--- src/core/vsf_pkg.sv ---
// Purpose: Constants and linear decode helper for the slew, scale and floor registers
// Assumes: Word reads and writes arrive already decoded from the host serial link
// Notes: Operation
// Operation
// - Code 27h holds output slew rate in mV/us, linear eleven-bit, word access.
// - Slew rate is not used for turn-on or turn-off ramps.
// - Slew exponent resets to 11100b (-4); one mantissa step is 0.0625 mV/us.
// - Any valid slew word reads back as written; hardware uses nearest supported rate.
// - Valid slew range is 0.067 to 15.933 mV/us; others are invalid data.
// - Out-of-range writes to the slew and scale registers flag invalid data and alert the host.
// - Code 29h reaches hardware at once only while conversion is off.
// - Scale factor maps command to control input and picks the feedback divider.
// - Divider is 0.125, 0.25, 0.5 or 1.0 by decoded scale thresholds.
// - Reference scaling uses the scale word as written, even unsupported values.
// - Code 2Bh holds an unsigned sixteen-bit absolute floor on the output target.
// - While converting, a target below the floor warns and ramps to the floor.
// - Floor warning sets status byte, status word and status vout bits, alerts host.
// - While converting, writing the floor above the present target gives the same warning response.
package vsf_pkg;

    // Command codes
    localparam logic [7:0] CMD_OUTPUT_SLEW_RATE = 8'h27;
    localparam logic [7:0] CMD_FEEDBACK_SCALE = 8'h29;
    localparam logic [7:0] CMD_OUTPUT_FLOOR = 8'h2b;

    // Linear eleven-bit field layout
    localparam int LIN_EXP_MSB = 15;
    localparam int LIN_EXP_LSB = 11;
    localparam int LIN_MANT_MSB = 10;

    // Reset values
    localparam logic [4:0] SLEW_EXP_RESET = 5'h1c;
    localparam logic [10:0] SLEW_MANT_RESET = 11'h010;
    localparam logic [4:0] SCALE_EXP_RESET = 5'h19;
    localparam logic [10:0] SCALE_MANT_RESET = 11'h080;
    localparam logic [15:0] FLOOR_RESET = 16'h0000;
    localparam logic [15:0] TARGET_RESET = 16'h0000;

    // Slew limits in uV/us, compared against a value with SLEW_CHECK_FRAC fraction bits
    localparam int SLEW_CHECK_FRAC = 10;
    localparam logic signed [47:0] SLEW_MIN_UV_PER_US = 48'sd67;
    localparam logic signed [47:0] SLEW_MAX_UV_PER_US = 48'sd15933;
    localparam logic signed [47:0] UV_PER_MV = 48'sd1000;
    localparam int SLEW_HW_FRAC = 4;
    localparam int SLEW_HW_W = 8;

    // Scale factor held with 16 fraction bits
    localparam int SCALE_FRAC = 16;
    localparam logic signed [47:0] SCALE_EIGHTH = 48'sh2000;
    localparam logic signed [47:0] SCALE_QUARTER = 48'sh4000;
    localparam logic signed [47:0] SCALE_HALF = 48'sh8000;
    localparam logic signed [47:0] SCALE_UNITY = 48'sh10000;

    // Output setpoint LSB in 1/16 mV (setpoint exponent -9 gives 1.953 mV)
    localparam int VOUT_LSB_SIXTEENTHS = 31;

    // Slew rate base interval
    localparam int CLK_PERIOD_NS = 10;
    localparam int SLEW_TICK_TIME_NS = 1000;
    localparam int SLEW_TICK_CYCLES = SLEW_TICK_TIME_NS / CLK_PERIOD_NS;
    localparam int TICK_CNT_W = 7;

    typedef enum logic [1:0] {DIV_EIGHTH, DIV_QUARTER, DIV_HALF, DIV_UNITY} vsf_div_t;

    // Decodes a linear eleven-bit word into fixed point with frac fraction bits
    function automatic logic signed [47:0] lin11_fixed(input logic [15:0] word, input int frac);
        logic signed [47:0] mant;
        int sh;
        mant = 48'(signed'(word[LIN_MANT_MSB:0]));
        sh = int'(signed'(word[LIN_EXP_MSB:LIN_EXP_LSB])) + frac;
        if (sh >= 0)
        begin
            return mant <<< sh;
        end
        return mant >>> (-sh);
    endfunction

endpackage

--- src/core/vsf_ramp.sv ---
// Purpose: Moves the output setpoint toward its target at the programmed slew rate
// Assumes: tick pulses once per microsecond; slew given in 1/16 mV/us
// Notes: load_now jumps straight to target, used for turn-on and turn-off
`timescale 1ns/1ps
module vsf_ramp #(
    parameter int VOUT_W = 16,
    parameter int SLEW_W = 8,
    parameter int ACC_W = 12,
    parameter int LSB_SIXTEENTHS = 31
) (
    // Clock and reset
    input wire logic core_clk,
    input wire logic reset,
    // Control
    input wire logic tick,
    input wire logic load_now,
    input wire logic [SLEW_W-1:0] slew,
    input wire logic [VOUT_W-1:0] target,
    // Setpoint
    output logic [VOUT_W-1:0] vout
);
    localparam logic [ACC_W-1:0] LSB_STEP = ACC_W'(LSB_SIXTEENTHS);

    logic [VOUT_W-1:0] vout_reg;
    logic [VOUT_W-1:0] vout_next;
    logic [ACC_W-1:0] acc_reg;
    logic [ACC_W-1:0] acc_next;

    always_comb
    begin
        vout_next = vout_reg;
        acc_next = acc_reg;
        if (load_now)
        begin
            vout_next = target;
            acc_next = '0;
        end
        else if (vout_reg == target)
        begin
            acc_next = '0;
        end
        else
        begin
            if (tick)
            begin
                acc_next = acc_reg + ACC_W'(slew);
            end
            if (acc_reg >= LSB_STEP)
            begin
                acc_next = acc_next - LSB_STEP;
                if (vout_reg < target)
                begin
                    vout_next = vout_reg + 1'b1;
                end
                else
                begin
                    vout_next = vout_reg - 1'b1;
                end
            end
        end
    end

    always_ff @(posedge core_clk)
    begin
        if (reset)
        begin
            vout_reg <= '0;
            acc_reg <= '0;
        end
        else
        begin
            vout_reg <= vout_next;
            acc_reg <= acc_next;
        end
    end

    assign vout = vout_reg;
endmodule

--- src/core/vsf_regs.sv ---
// Purpose: Slew, scale and floor command registers with floor clamp and status
// Assumes: One word command per cmd_valid pulse; status clear comes from the host command decoder
// Notes: Invalid writes are not stored; host_alert_n stays low while any status flag is set
`timescale 1ns/1ps
module vsf_regs #(
    parameter logic [10:0] SLEW_MANT_INIT = vsf_pkg::SLEW_MANT_RESET,
    parameter logic [10:0] SCALE_MANT_INIT = vsf_pkg::SCALE_MANT_RESET,
    parameter logic [15:0] FLOOR_INIT = vsf_pkg::FLOOR_RESET
) (
    // Clock and reset
    input wire logic core_clk,
    input wire logic reset,
    // Word command port
    input wire logic cmd_valid,
    input wire logic cmd_write,
    input wire logic [7:0] cmd_code,
    input wire logic [15:0] cmd_wdata,
    output logic rsp_valid,
    output logic [15:0] rsp_rdata,
    output logic rsp_refused,
    // Converter state
    input wire logic conversion_enable,
    input wire logic onoff_load,
    input wire logic user_restore,
    input wire logic analog_supply_input_uvlo,
    // Target requests from command, trim and margin
    input wire logic target_req_valid,
    input wire logic [15:0] target_req_value,
    // Status handling
    input wire logic clear_status,
    output logic status_byte_none_above,
    output logic status_word_vout,
    output logic status_vout_minmax_warn,
    output logic status_cml_invalid_data,
    output logic status_cml_invalid_cmd,
    output logic host_alert_n,
    // Hardware settings
    output logic [vsf_pkg::SLEW_HW_W-1:0] slew_applied,
    output logic [15:0] scale_applied,
    output vsf_pkg::vsf_div_t divider_sel,
    output logic [15:0] vout_target,
    output logic [15:0] vout_setpoint
);
    import vsf_pkg::*;

    logic [15:0] slew_reg, slew_next;
    logic [SLEW_HW_W-1:0] slew_hw_reg, slew_hw_next;
    logic [15:0] scale_reg, scale_next;
    logic [15:0] scale_hw_reg, scale_hw_next;
    vsf_div_t div_reg, div_next;
    logic [15:0] floor_reg, floor_next;
    logic [15:0] target_reg, target_next;
    logic rsp_valid_reg, rsp_valid_next;
    logic [15:0] rsp_rdata_reg, rsp_rdata_next;
    logic rsp_refused_reg, rsp_refused_next;
    logic nota_reg, nota_next;
    logic word_vout_reg, word_vout_next;
    logic minmax_reg, minmax_next;
    logic cml_data_reg, cml_data_next;
    logic cml_cmd_reg, cml_cmd_next;
    logic alert_n_reg, alert_n_next;
    logic uvlo_meta_reg, uvlo_sync_reg, uvlo_prev_reg;
    logic [TICK_CNT_W-1:0] tick_cnt_reg, tick_cnt_next;
    logic tick_reg, tick_next;
    logic warn_set, data_set, cmd_set, scale_reload;
    logic signed [47:0] slew_check, slew_round, scale_val;

    // Slew word is valid when its decoded rate lies within the supported band
    function automatic logic slew_ok(input logic [15:0] w);
        logic signed [47:0] v;
        v = lin11_fixed(w, SLEW_CHECK_FRAC) * UV_PER_MV;
        return (v >= (SLEW_MIN_UV_PER_US <<< SLEW_CHECK_FRAC)) &&
               (v <= (SLEW_MAX_UV_PER_US <<< SLEW_CHECK_FRAC));
    endfunction

    // Scale word is valid when above zero and not above unity
    function automatic logic scale_ok(input logic [15:0] w);
        logic signed [47:0] v;
        v = lin11_fixed(w, SCALE_FRAC);
        return (v > 48'sd0) && (v <= SCALE_UNITY);
    endfunction

    always_comb
    begin
        slew_check = '0;
        slew_round = lin11_fixed(cmd_wdata, SLEW_HW_FRAC + 1) + 48'sd1;
        scale_val = '0;
        slew_next = slew_reg;
        slew_hw_next = slew_hw_reg;
        scale_next = scale_reg;
        scale_hw_next = scale_hw_reg;
        floor_next = floor_reg;
        target_next = target_reg;
        rsp_valid_next = 1'b0;
        rsp_rdata_next = rsp_rdata_reg;
        rsp_refused_next = 1'b0;
        warn_set = 1'b0;
        data_set = 1'b0;
        cmd_set = 1'b0;
        scale_reload = user_restore || (uvlo_prev_reg && !uvlo_sync_reg);
        if (cmd_valid)
        begin
            rsp_valid_next = 1'b1;
            if (cmd_code == CMD_OUTPUT_SLEW_RATE)
            begin
                rsp_rdata_next = slew_reg;
                if (cmd_write && slew_ok(cmd_wdata))
                begin
                    slew_next = cmd_wdata;
                    slew_check = slew_round >>> 1;
                    slew_hw_next = SLEW_HW_W'(slew_check);
                end
                else if (cmd_write)
                begin
                    data_set = 1'b1;
                end
            end
            else if (cmd_code == CMD_FEEDBACK_SCALE)
            begin
                rsp_rdata_next = scale_reg;
                if (cmd_write && scale_ok(cmd_wdata))
                begin
                    scale_next = cmd_wdata;
                    if (!conversion_enable)
                    begin
                        scale_hw_next = cmd_wdata;
                    end
                end
                else if (cmd_write)
                begin
                    data_set = 1'b1;
                end
            end
            else if (cmd_code == CMD_OUTPUT_FLOOR)
            begin
                rsp_rdata_next = floor_reg;
                if (cmd_write)
                begin
                    floor_next = cmd_wdata;
                    if (conversion_enable && cmd_wdata > target_reg)
                    begin
                        warn_set = 1'b1;
                        target_next = cmd_wdata;
                    end
                end
            end
            else
            begin
                cmd_set = 1'b1;
                rsp_rdata_next = '0;
            end
            rsp_refused_next = data_set || cmd_set;
        end
        if (scale_reload)
        begin
            scale_hw_next = scale_next;
        end
        if (target_req_valid)
        begin
            target_next = target_req_value;
            if (conversion_enable && target_req_value < floor_next)
            begin
                warn_set = 1'b1;
                target_next = floor_next;
            end
        end
        scale_val = lin11_fixed(scale_hw_next, SCALE_FRAC);
        if (scale_val <= SCALE_EIGHTH)
        begin
            div_next = DIV_EIGHTH;
        end
        else if (scale_val <= SCALE_QUARTER)
        begin
            div_next = DIV_QUARTER;
        end
        else if (scale_val <= SCALE_HALF)
        begin
            div_next = DIV_HALF;
        end
        else
        begin
            div_next = DIV_UNITY;
        end
        // A new event wins over a clear in the same cycle
        nota_next = warn_set || (nota_reg && !clear_status);
        word_vout_next = warn_set || (word_vout_reg && !clear_status);
        minmax_next = warn_set || (minmax_reg && !clear_status);
        cml_data_next = data_set || (cml_data_reg && !clear_status);
        cml_cmd_next = cmd_set || (cml_cmd_reg && !clear_status);
        alert_n_next = !(nota_next || word_vout_next || minmax_next || cml_data_next || cml_cmd_next);
        tick_next = (tick_cnt_reg == TICK_CNT_W'(SLEW_TICK_CYCLES - 1));
        tick_cnt_next = tick_next ? '0 : tick_cnt_reg + 1'b1;
    end

    always_ff @(posedge core_clk)
    begin
        if (reset)
        begin
            slew_reg <= {SLEW_EXP_RESET, SLEW_MANT_INIT};
            slew_hw_reg <= SLEW_HW_W'(SLEW_MANT_INIT);
            scale_reg <= {SCALE_EXP_RESET, SCALE_MANT_INIT};
            scale_hw_reg <= {SCALE_EXP_RESET, SCALE_MANT_INIT};
            div_reg <= DIV_UNITY;
            floor_reg <= FLOOR_INIT;
            target_reg <= TARGET_RESET;
            rsp_valid_reg <= 1'b0;
            rsp_rdata_reg <= '0;
            rsp_refused_reg <= 1'b0;
            nota_reg <= 1'b0;
            word_vout_reg <= 1'b0;
            minmax_reg <= 1'b0;
            cml_data_reg <= 1'b0;
            cml_cmd_reg <= 1'b0;
            alert_n_reg <= 1'b1;
            uvlo_meta_reg <= 1'b0;
            uvlo_sync_reg <= 1'b0;
            uvlo_prev_reg <= 1'b0;
            tick_cnt_reg <= '0;
            tick_reg <= 1'b0;
        end
        else
        begin
            slew_reg <= slew_next;
            slew_hw_reg <= slew_hw_next;
            scale_reg <= scale_next;
            scale_hw_reg <= scale_hw_next;
            div_reg <= div_next;
            floor_reg <= floor_next;
            target_reg <= target_next;
            rsp_valid_reg <= rsp_valid_next;
            rsp_rdata_reg <= rsp_rdata_next;
            rsp_refused_reg <= rsp_refused_next;
            nota_reg <= nota_next;
            word_vout_reg <= word_vout_next;
            minmax_reg <= minmax_next;
            cml_data_reg <= cml_data_next;
            cml_cmd_reg <= cml_cmd_next;
            alert_n_reg <= alert_n_next;
            uvlo_meta_reg <= analog_supply_input_uvlo;
            uvlo_sync_reg <= uvlo_meta_reg;
            uvlo_prev_reg <= uvlo_sync_reg;
            tick_cnt_reg <= tick_cnt_next;
            tick_reg <= tick_next;
        end
    end

    vsf_ramp #(
        .VOUT_W(16),
        .SLEW_W(SLEW_HW_W),
        .ACC_W(12),
        .LSB_SIXTEENTHS(VOUT_LSB_SIXTEENTHS)
    ) u_ramp (
        .core_clk(core_clk),
        .reset(reset),
        .tick(tick_reg),
        .load_now(onoff_load),
        .slew(slew_hw_reg),
        .target(target_reg),
        .vout(vout_setpoint)
    );

    assign rsp_valid = rsp_valid_reg;
    assign rsp_rdata = rsp_rdata_reg;
    assign rsp_refused = rsp_refused_reg;
    assign status_byte_none_above = nota_reg;
    assign status_word_vout = word_vout_reg;
    assign status_vout_minmax_warn = minmax_reg;
    assign status_cml_invalid_data = cml_data_reg;
    assign status_cml_invalid_cmd = cml_cmd_reg;
    assign host_alert_n = alert_n_reg;
    assign slew_applied = slew_hw_reg;
    assign scale_applied = scale_hw_reg;
    assign divider_sel = div_reg;
    assign vout_target = target_reg;
endmodule

--- config.mk ---
export PLATFORM = sky130hd
export DESIGN_NAME = vsf_regs
export DESIGN_NICKNAME = d
export VERILOG_FILES = /design/src/core/vsf_pkg.sv /design/src/core/vsf_ramp.sv /design/src/core/vsf_regs.sv
export SDC_FILE = /design/constraint.sdc
export NUM_CORES = 1
export LEC_CHECK = 0
export ABC_AREA = 1
export BUFFER_PORTS_ARGS = -buffer_cell sky130_fd_sc_hd__buf_4
export CAP_MARGIN = 20
export CELL_PAD_IN_SITES_DETAIL_PLACEMENT = 0
export CELL_PAD_IN_SITES_GLOBAL_PLACEMENT = 1
export CORE_MARGIN = 2
export CORE_UTILIZATION = 46
export DETAILED_ROUTE_END_ITERATION = 8
export GPL_TIMING_DRIVEN = 0
export PLACE_DENSITY = 0.87
export SLEW_MARGIN = 20
export SYNTH_ARGS = -nofsm -noshare
export SYNTH_HDL_FRONTEND = slang
export SYNTH_SLANG_ARGS = --single-unit
--- constraint.sdc ---
create_clock -name core_clk -period 13.11 [get_ports core_clk]
set_input_delay 1.311 -clock core_clk [delete_from_list [all_inputs] [get_ports core_clk]]
set_output_delay 1.311 -clock core_clk [all_outputs]
set_load 0.02 [all_outputs]
-- Word level (Yosys, flattened, before mapping)
Cells that the tools add are included.
Widths: inputs -> output; s select.
- memories: 0
- RAM bits: 0
- output and inout bits: 82
- bits in latches: 0
- logic and storage cells: 187
- bits in registers: 153
- input port bits: 50
- bits in read-only memories: 0
- equal/unequal tests: 8
- mux-type cells: 80
- add/subtract/negate cells: 14
- multiply operators: 1
- div/mod/pow operators: 0
- reduce and logical (&&, ||, !) cells: 37
- order comparisons: 15
- bitwise gates (word level): 1
- shift operators: 8
- operators with widths (kind ; count):
    $mux 48 ; 11
    $mux 16 ; 30
    $sshl 11x32->48 ; 3
    $sshr 11x32->48 ; 3
    $neg 6->32 ; 2
    $neg 7->32 ; 2
    $ge 48x18->1 const B ; 1
    $gt 48x1->1 const B ; 1
    $le 48x15->1 const B ; 1
    $le 48x16->1 const B ; 1
    $le 48x17->1 const B ; 1
    $le 48x18->1 const B ; 1
    $le 48x25->1 const B ; 1
    $mul 48x8->45 const B ; 1
    $mux 12 ; 4
    $lt 16x16->1 ; 2
    $sshl 11x32->9 ; 1
    $sshr 11x32->9 ; 1
    $mux 1 ; 31
    $eq 8x6->1 const B ; 3
    $mux 9 ; 2
    $add 16x1->16 const B ; 1
    $eq 16x16->1 ; 1
    $gt 16x16->1 ; 1
    other kinds (24) ; 58

-- Depth between registers and ports, before layout
Gate-level depths: netlist of run 1.
- word-level depth: 26
- mapped depth: 66
- depth with buffers taken out: 60

-- Cells and area by module
From an unflattened synthesis of run 1, not the netlist that was laid out.
- cells, all modules: 3094
- area, all modules: 20697.4 µm²
- by module, submodules not included (module ; instances ; sequential area each (µm²) ; area each (µm²) ; cells an instance):
    vsf_regs ; 1 ; 2502.4 ; 17700.7 ; 2607
    vsf_ramp ; 1 ; 560.5 ; 2996.6 ; 487

-- Worst setup path before layout of run 1
Ideal clock, no wire load.
- path type: input to register
- from: in cmd_wdata[14]
- to: reg slew_hw_reg[4] (netlist: slew_applied[4])
- stages on the path: 52
- arrival time: 9737 ps
- path buffers: 7
- path slack: 3256 ps
- setup time: 117 ps
- data required time: 12993 ps
- cell sequence: buf_2 buf_2 o21ai_0 nand2_1 inv_1 clkbuf_1 buf_1 nand4_1 ha_1 nand2_1 nor4_1 nand2_1 clkbuf_1 o21ai_0 nand2_1 o21ai_0 inv_1 o21ai_0 (+16 left out) nand2_1 nand2_1 nand2_1 a21oi_1 o21ai_0 a21oi_1 o21bai_1 xnor2_1 nand2_1 nor3_1 nor3b_1 nand3_1 nand3_1 nand3_1 buf_2 buf_2 a21oi_1 nand2_1
- cells in the longest elaborated chain, start to end: 13
- elaborated cells between the ends (all ways): 27
- those cells by class: 5 x add/sub; 1 x mul; 4 x order compare; 4 x shift; 10 x mux; 3 x reduce/logical
- RTL lines (what ; line ; RTL):
    start: declaration ; vsf_regs.sv:17 ; input wire logic [15:0] cmd_wdata,
    parallel branches: the longest is 13 deep, another holds $mul 48x8->45 ; - ;
    end signal: assignment ; vsf_regs.sv:200 ; slew_hw_reg <= SLEW_HW_W'(SLEW_MANT_INIT);
    end signal: assignment ; vsf_regs.sv:224 ; slew_hw_reg <= slew_hw_next;
    end: declaration ; vsf_regs.sv:47 ; logic [SLEW_HW_W-1:0] slew_hw_reg, slew_hw_next;
Parallel ways; which one is timed is not known. The select of a mux whose other input is x is not followed.
A chain may end at the register's enable or synchronous reset.

-- Worst setup path after layout of run 1
- from: in cmd_wdata[14]
- to: reg slew_reg[7]
- cells in the longest elaborated chain, start to end: 13
- elaborated cells between the ends (all ways): 18
- those cells by class: 2 x add/sub; 1 x mul; 3 x order compare; 2 x shift; 7 x mux; 3 x reduce/logical
- RTL lines (what ; line ; RTL):
    $add 5x5->6 (*) ; vsf_pkg.sv:70 ; sh = int'(signed'(word[LIN_EXP_MSB:LIN_EXP_LSB])) + frac;
    parallel branches: the longest is 4 deep, another holds $neg 6->32 ; - ;
    $mux 48 (*) ; vsf_pkg.sv:75 ; return mant >>> (-sh);
    $mux 48 (*) ; vsf_regs.sv:104 ; if (cmd_code == CMD_OUTPUT_SLEW_RATE)
    $mux 48 (*) ; vsf_regs.sv:101 ; if (cmd_valid)
    $mul 48x8->45 (*) ; vsf_regs.sv:71 ; v = lin11_fixed(w, SLEW_CHECK_FRAC) * UV_PER_MV;
    $ge 48x18->1 / $le 48x25->1 (equally long branches) ; vsf_regs.sv:72, vsf_regs.sv:73 ;
    $logic_and 1x1->1 (*) ; vsf_regs.sv:72 ; return (v >= (SLEW_MIN_UV_PER_US <<< SLEW_CHECK_FRAC)) &&
    $logic_and 1x1->1 (*) ; vsf_regs.sv:107 ; if (cmd_write && slew_ok(cmd_wdata))
    $reduce_and 3->1 (no source line) (*) ; - ;
    end signal: assignment ; vsf_regs.sv:199 ; slew_reg <= {SLEW_EXP_RESET, SLEW_MANT_INIT};
    end signal: assignment ; vsf_regs.sv:223 ; slew_reg <= slew_next;
    end: declaration ; vsf_regs.sv:46 ; logic [15:0] slew_reg, slew_next;
Every way passes the cells marked *. The select of a mux whose other input is x is not followed.

==> metrics.csv, run 1 <==
metric,value,unit
status,completed,
yosysWarningCount,0,
drc,0,
fmax,0.0822,GHz
r2r_setup_slack,8.07,ns
cap_viol_max_count,0,
cts_max_level,4,
timing.rr.start,vout_target[13]$_SDFFE_PP0P_,
first_iter_violations,1856,
initial_core_util,0.467,
viasPerCell,5.49,
dr_total_vias,21912,
tritoncts,done,
finalMaxSlewViolations,0,
ys_types,65,
synth-edff-count,0,
timing.final.crit_share,0.928,
layout.cells.non_filler,3992,
antenna_found_initial,0,
core_area,45600,um2
fin_nets,3793,
io_pins,132,
ir_worst_vdd,0.000371,V
ctsHoldBuffers,0,
synth-main-ff-cell,dfxtp_1,
dpl.hpwl,60000,um
path_buf_inv,14,
grt_pass1_vias,21395,
hold_depth,2,
ff2ff_path_depth,33,
grt_first_pass_wirelength,114000,um
setup_violations,0,
slowest_stage,fa_1,
synthTopCellsByArea,"dfxtp_1 14%, fa_1 14%, nand2_1 14%",
worstPathRequired,13.48,ns
path_delay_family,simple AND/OR/NAND/NOR gates,
power_density,240,nW/um2
grt_max_degree,17,
synth_xor_area_frac,0.0312,
ys_top_cells_by_count,"780 x nand2_1, 434 x inv_1, 275 x nor2_1",
yosysTopAreaCell,dfxtp_1,
portBuffers,128,
fp.dieW,219,um
grt_setup_unrepaired,no,
setup_tns,0,ns
synth_area_per_cell,6.59,um2
wl,72300,um
die_h,219,um
ys_ff_latch,153,
critPathKind,input pin to flop,
synthArstFlopShare,0,
finalHoldViolCount,0,
clock_sinks,153,
synthSimpleGateAreaFrac,0.288,
dieArea,48100,um2
worstHoldEndpoint,uvlo_sync_reg$_SDFF_PP0_,
cp_max_fo,10,
ys_seq_area_frac,0.144,
max_slew.worst_pin.slew,1.15,ns
startpoint_type,input pin,
cts_root_buffer,clkbuf_16,
numCtsBuffers,17,
num_rows,78,
muxShareOfSynthArea,0.00376,
synthAdderAreaFrac,0.267,
final_util,0.518,
diodes,0,
min-delay-start,uvlo_meta_reg$_SDFF_PP0_,
synth_compound_area_frac,0.158,
cpMostUsedCell,nand2_1,
fin_total_pwr,5.67,mW
drtAntennaViolNets,0,
dp_cells,3961,
hold_path_class,flop to flop,
clkSlewWorstSetupHoldPaths,0.07,ns
synth_top_area_share,0.144,
clk_latency,0.48,ns
gp_congestion,0.957,
endpoint_kind,flop,
p_leak,11.8,nW
wire_per_inst,18.1,um
min_period,12.17,ns
synthCells,3231,
syn_area,21300,um2
area_growth_syn_to_layout,10.9,%
synth.most_common_cell,nand2_1,
reg2reg_to,u_ramp.vout[15]$_SDFFE_PP0P_,
grt_remaining_overflow,0,
firstDrtPassIters,6,
cpPeakStageDelay,0.55,ns
track_usage,0.304,
relSlewSlack,0.229,
synth_top_family_by_area,simple AND/OR/NAND/NOR gates,
clock_path_buffers,2,
fin_skew,0.0171,ns
arrival,12.54,ns
drive_above_1_share,0.0805,
synth_fp_nets,3645,
cts_setup_buffers,0,
[per-stage QoR]
stage                     cell area, um2  setup slack (ns)  hold WS [ns]
after floorplan                    21300              3.26         0.388
after global placement             23000            -0.102         0.400
after detailed placement           23000            -0.226         0.398
after CTS                          23600             0.267         0.409
after global routing               23600            0.0672         0.438
final                              23600             0.940         0.408
[what timing repair did]
action | CTS | global route
hold endpoints to repair | 0 | 0
endpoints found under the setup margin | 0 | 27
resized for setup | 0 | 8
[area by class of cell]
cell class	count	area, um2
tap	600	751
timing repair buffer	130	976
fill	4628	21900
clock inverter	14	136
sequential	153	3060
inverter	449	1690
clock buffer	18	429
multi-input combinational	2496	16000
buffer	132	628
[cells in the final DEF (no fill, tap or decap), types with 5 or more instances in the layout]
cell / n
buf_6: 8
nand2_2: 16
mux2i_1: 8
buf_2: 35
o22ai_1: 6
ha_1: 214
nand4_1: 72
o21a_1: 9
fa_1: 150
nand3_1: 217
or2_2: 11
inv_1: 433
nor2_1: 275
o31ai_1: 6
nor4_1: 5
nand2_1: 780
a21oi_1: 232
buf_4: 137
clkinv_1: 7
xor2_1: 54
xnor2_1: 22
o221ai_1: 11
a22oi_1: 6
clkinvlp_4: 5
a31oi_1: 21
nor3b_1: 7
dfxtp_1: 153
o21bai_1: 6
o21ai_0: 246
clkbuf_16: 17
o21ai_1: 13
clkbuf_1: 74
o211ai_1: 21
buf_1: 7
inv_2: 8
a21o_1: 5
nand3b_1: 5
nor3_1: 27
[worst max-delay path by stage]
stage,start,endpoint,slack (ns),cells past startpoint
finish,cmd_wdata[14],slew_reg[7]$_SDFFE_PP0P_,0.94,61
global placement,cmd_wdata[14],slew_reg[6]$_SDFFE_PP0P_,-0.10,61
floorplan,cmd_wdata[14],slew_applied[4]$_SDFFE_PP1P_,3.26,52
detailed placement,cmd_wdata[14],slew_reg[7]$_SDFFE_PP0P_,-0.23,58
CTS,cmd_wdata[14],slew_reg[5]$_SDFFE_PP0P_,0.27,58
global route,cmd_wdata[14],slew_reg[9]$_SDFFE_PP0P_,0.07,61
[cell families (layout without fill, tap and decap cells)]
logic type,Yosys count,in the layout
simple gates,1437,1437
compound gates,611,611
buf+inv,582,743
fa+ha+maj,364,364
flops,153,153
xor+xnor,76,76
mux,8,8
[tightest hold or removal path: stages (launching register included)]
cell	delay [ns]
dfxtp_1	0.30
inv_1	0.04
nor2_1	0.03
[report_power, final]
part	total [mW]	switching, mW	internal [mW]
clock network	0.495	0.230	0.265
logic	4.63	2.91	1.72
registers	0.544	0.0430	0.501
[layer usage]
| layer | track usage | wire [um] |
|---|---|---|
| met1 | 0.398 | 32900 |
| met2 | 0.524 | 34400 |
| met3 | 0.0349 | 3020 |
| met4 | 0.0937 | 1930 |
| met5 | 0 | 0 |
Power figures use the tool's default switching activity.
==> run 2: changes to the inputs <==
==> constraint.sdc (replaced) <==
create_clock -name core_clk -period 12.11 [get_ports core_clk]
set_input_delay 2.422 -clock core_clk [delete_from_list [all_inputs] [get_ports core_clk]]
set_output_delay 2.422 -clock core_clk [all_outputs]
set_load 0.02 [all_outputs]
==> metrics.csv, run 2 (synthesized netlist as in run 1, its figures left out) <==
metric,value,unit
status,completed,
ff2ff_path_depth,33,
die_h,219,um
fin_total_pwr,6.36,mW
worstPathRequired,12.46,ns
endpoint_kind,flop,
dp_cells,3961,
startpoint,cmd_wdata[13],
wire_per_inst,18.1,um
fin_skew,0.0156,ns
hold_path_class,flop to flop,
arrival,11.81,ns
relSlewSlack,0.201,
setup_tns,0,ns
clk_latency,0.48,ns
viasPerCell,5.49,
cpPeakStageDelay,0.54,ns
min_period,11.46,ns
finalMaxSlewViolations,0,
io_pins,132,
cap_viol_max_count,0,
grt_remaining_overflow,0,
setup_violations,0,
ctsHoldBuffers,0,
diodes,0,
crit_end,slew_applied[4]$_SDFFE_PP1P_,
dieArea,48100,um2
numCtsBuffers,17,
drc,0,
fillers,4606,
track_usage,0.304,
intPower,2.82,mW
reg2reg_to,u_ramp.vout[15]$_SDFFE_PP0P_,
timing.final.crit_share,0.946,
first_iter_violations,1767,
clkSlewWorstSetupHoldPaths,0.06,ns
seqCellArea,3060,um2
grt_max_degree,17,
seq_power_share,0.093,
core_area,45600,um2
r2r_setup_slack,7.10,ns
sw_frac_of_total,0.557,
placedInstanceArea,23000,um2
drive_above_1_share,0.0954,
drtAntennaViolNets,0,
startpoint_type,input pin,
initial_core_util,0.467,
final_cell_mix,"774 x nand2_1, 431 x inv_1, 275 x nor2_1",
pwr-share-clk,0.084,
dpl.hpwl,60000,um
num_rows,78,
final_cell_area,23900,um2
worst-path-stages,56,
p_comb_frac,0.823,
grt_util_met1,0.398,
slowest_stage,fa_1,
cpMostUsedCell,nand2_1,
grt_first_pass_wirelength,114000,um
path_delay_family,simple AND/OR/NAND/NOR gates,
hold_ws,0.408,ns
final_common_cell,nand2_1,
power_density,266,nW/um2
multi_input_area,16100,um2
cts_max_level,4,
fp.dieW,219,um
dr_total_vias,21938,
p_leak,11.9,nW
timing.rr.start,vout_target[13]$_SDFFE_PP0P_,
grt_pass1_vias,21457,
cts_root_buffer,clkbuf_16,
grt-busiest-layer,met2,
firstDrtPassIters,8,
met3_usage,0.0349,
grt_use_met2,0.526,
clock_path_buffers,2,
finalHoldViolCount,0,
gp_congestion,0.957,
critPathKind,input pin to flop,
ir_worst_vdd,0.000494,V
cp_max_fo,10,
layout.cells.non_filler,3998,
switchingPower,3.55,mW
path_buf_inv,10,
fmax,0.0873,GHz
tritoncts,done,
antenna_found_initial,0,
portBuffers,128,
area_growth_syn_to_layout,12.2,%
clock_sinks,153,
max_slew.worst_pin.slew,1.19,ns
wl,72200,um
fin_nets,3799,
run 2: cell types whose count changed in the layout (fill, tap and decap cells not counted), moves of 3 or more:
cell	before	now
a21oi_1	232	229
buf_2	35	32
buf_4	137	150
clkbuf_1	74	66
inv_2	8	11
nand2_1	780	774
nand2_2	16	22
nand3_1	217	213
nand3_2	3	6
o21ai_0	246	223
o21ai_1	13	29
o21ai_2	3	10
run 2: power by group through the flow:
stage	Combinational, mW	Clock, mW	Sequential [mW]
3_3_place_gp	4.84	0	0.598
5_1_grt	5.90	0.563	0.595
3_5_place_dp	4.97	0	0.600
6_report	5.24	0.535	0.589
2_1_floorplan	3.70	0	0.618
4_1_cts	5.16	0.545	0.589
run 2: area by class of cell:
cell class,count,area share
multi-input combinational,2496,0.675
sequential,153,0.128
inverter,449,0.0707
timing repair buffer,138,0.0433
tap,600,0.0314
buffer,130,0.0274
clock buffer,18,0.0180
clock inverter,14,0.00571
run 2: per-layer routing:
layer  vias to the layer above  wire, um
met1                     10303     32100
met2                       637     34600
met3                       102      3560
met5                         -         0
met4                         0      1950
li1                      10896         -
run 2: timing repair:
item / CTS / global route
setup buffers: 3 / 5
pin swaps: 3 / 5
endpoints found under the setup margin: 27 / 27
hold endpoints to repair: 0 / 0
gates resized for setup: 38 / 70
run 2: per-stage QoR:
step	utilization	setup WS [ns]
after floorplan	-	1.14
after global placement	0.505	-2.21
after detailed placement	0.506	-2.34
after CTS	0.521	0.00676
after global routing	0.524	-0.0295
final	0.524	0.654
run 2: how the worst min path moves through the flow:
stage / start / end / slack (ns) / depth (start not counted)
5_1_grt: uvlo_meta_reg$_SDFF_PP0_ / uvlo_sync_reg$_SDFF_PP0_ / 0.44 / 2
4_1_cts: uvlo_meta_reg$_SDFF_PP0_ / uvlo_sync_reg$_SDFF_PP0_ / 0.41 / 2
6_report: uvlo_meta_reg$_SDFF_PP0_ / uvlo_sync_reg$_SDFF_PP0_ / 0.41 / 2
2_1_floorplan: uvlo_meta_reg$_SDFF_PP0_ / uvlo_sync_reg$_SDFF_PP0_ / 0.39 / 2
3_5_place_dp: uvlo_meta_reg$_SDFF_PP0_ / uvlo_sync_reg$_SDFF_PP0_ / 0.40 / 2
3_3_place_gp: uvlo_meta_reg$_SDFF_PP0_ / uvlo_sync_reg$_SDFF_PP0_ / 0.40 / 2
run 2: worst reg2reg max path: cells and delay by family (launching register included):
family | cells | cell delay (ns)
flip-flops | 1 | 0.44
AND/OR/NAND/NOR | 15 | 1.58
AO/OA/AOI/OAI | 10 | 1.53
adder cells (fa/ha/maj) | 2 | 0.60
XOR/XNOR | 1 | 0.17
buffers and inverters | 5 | 0.63
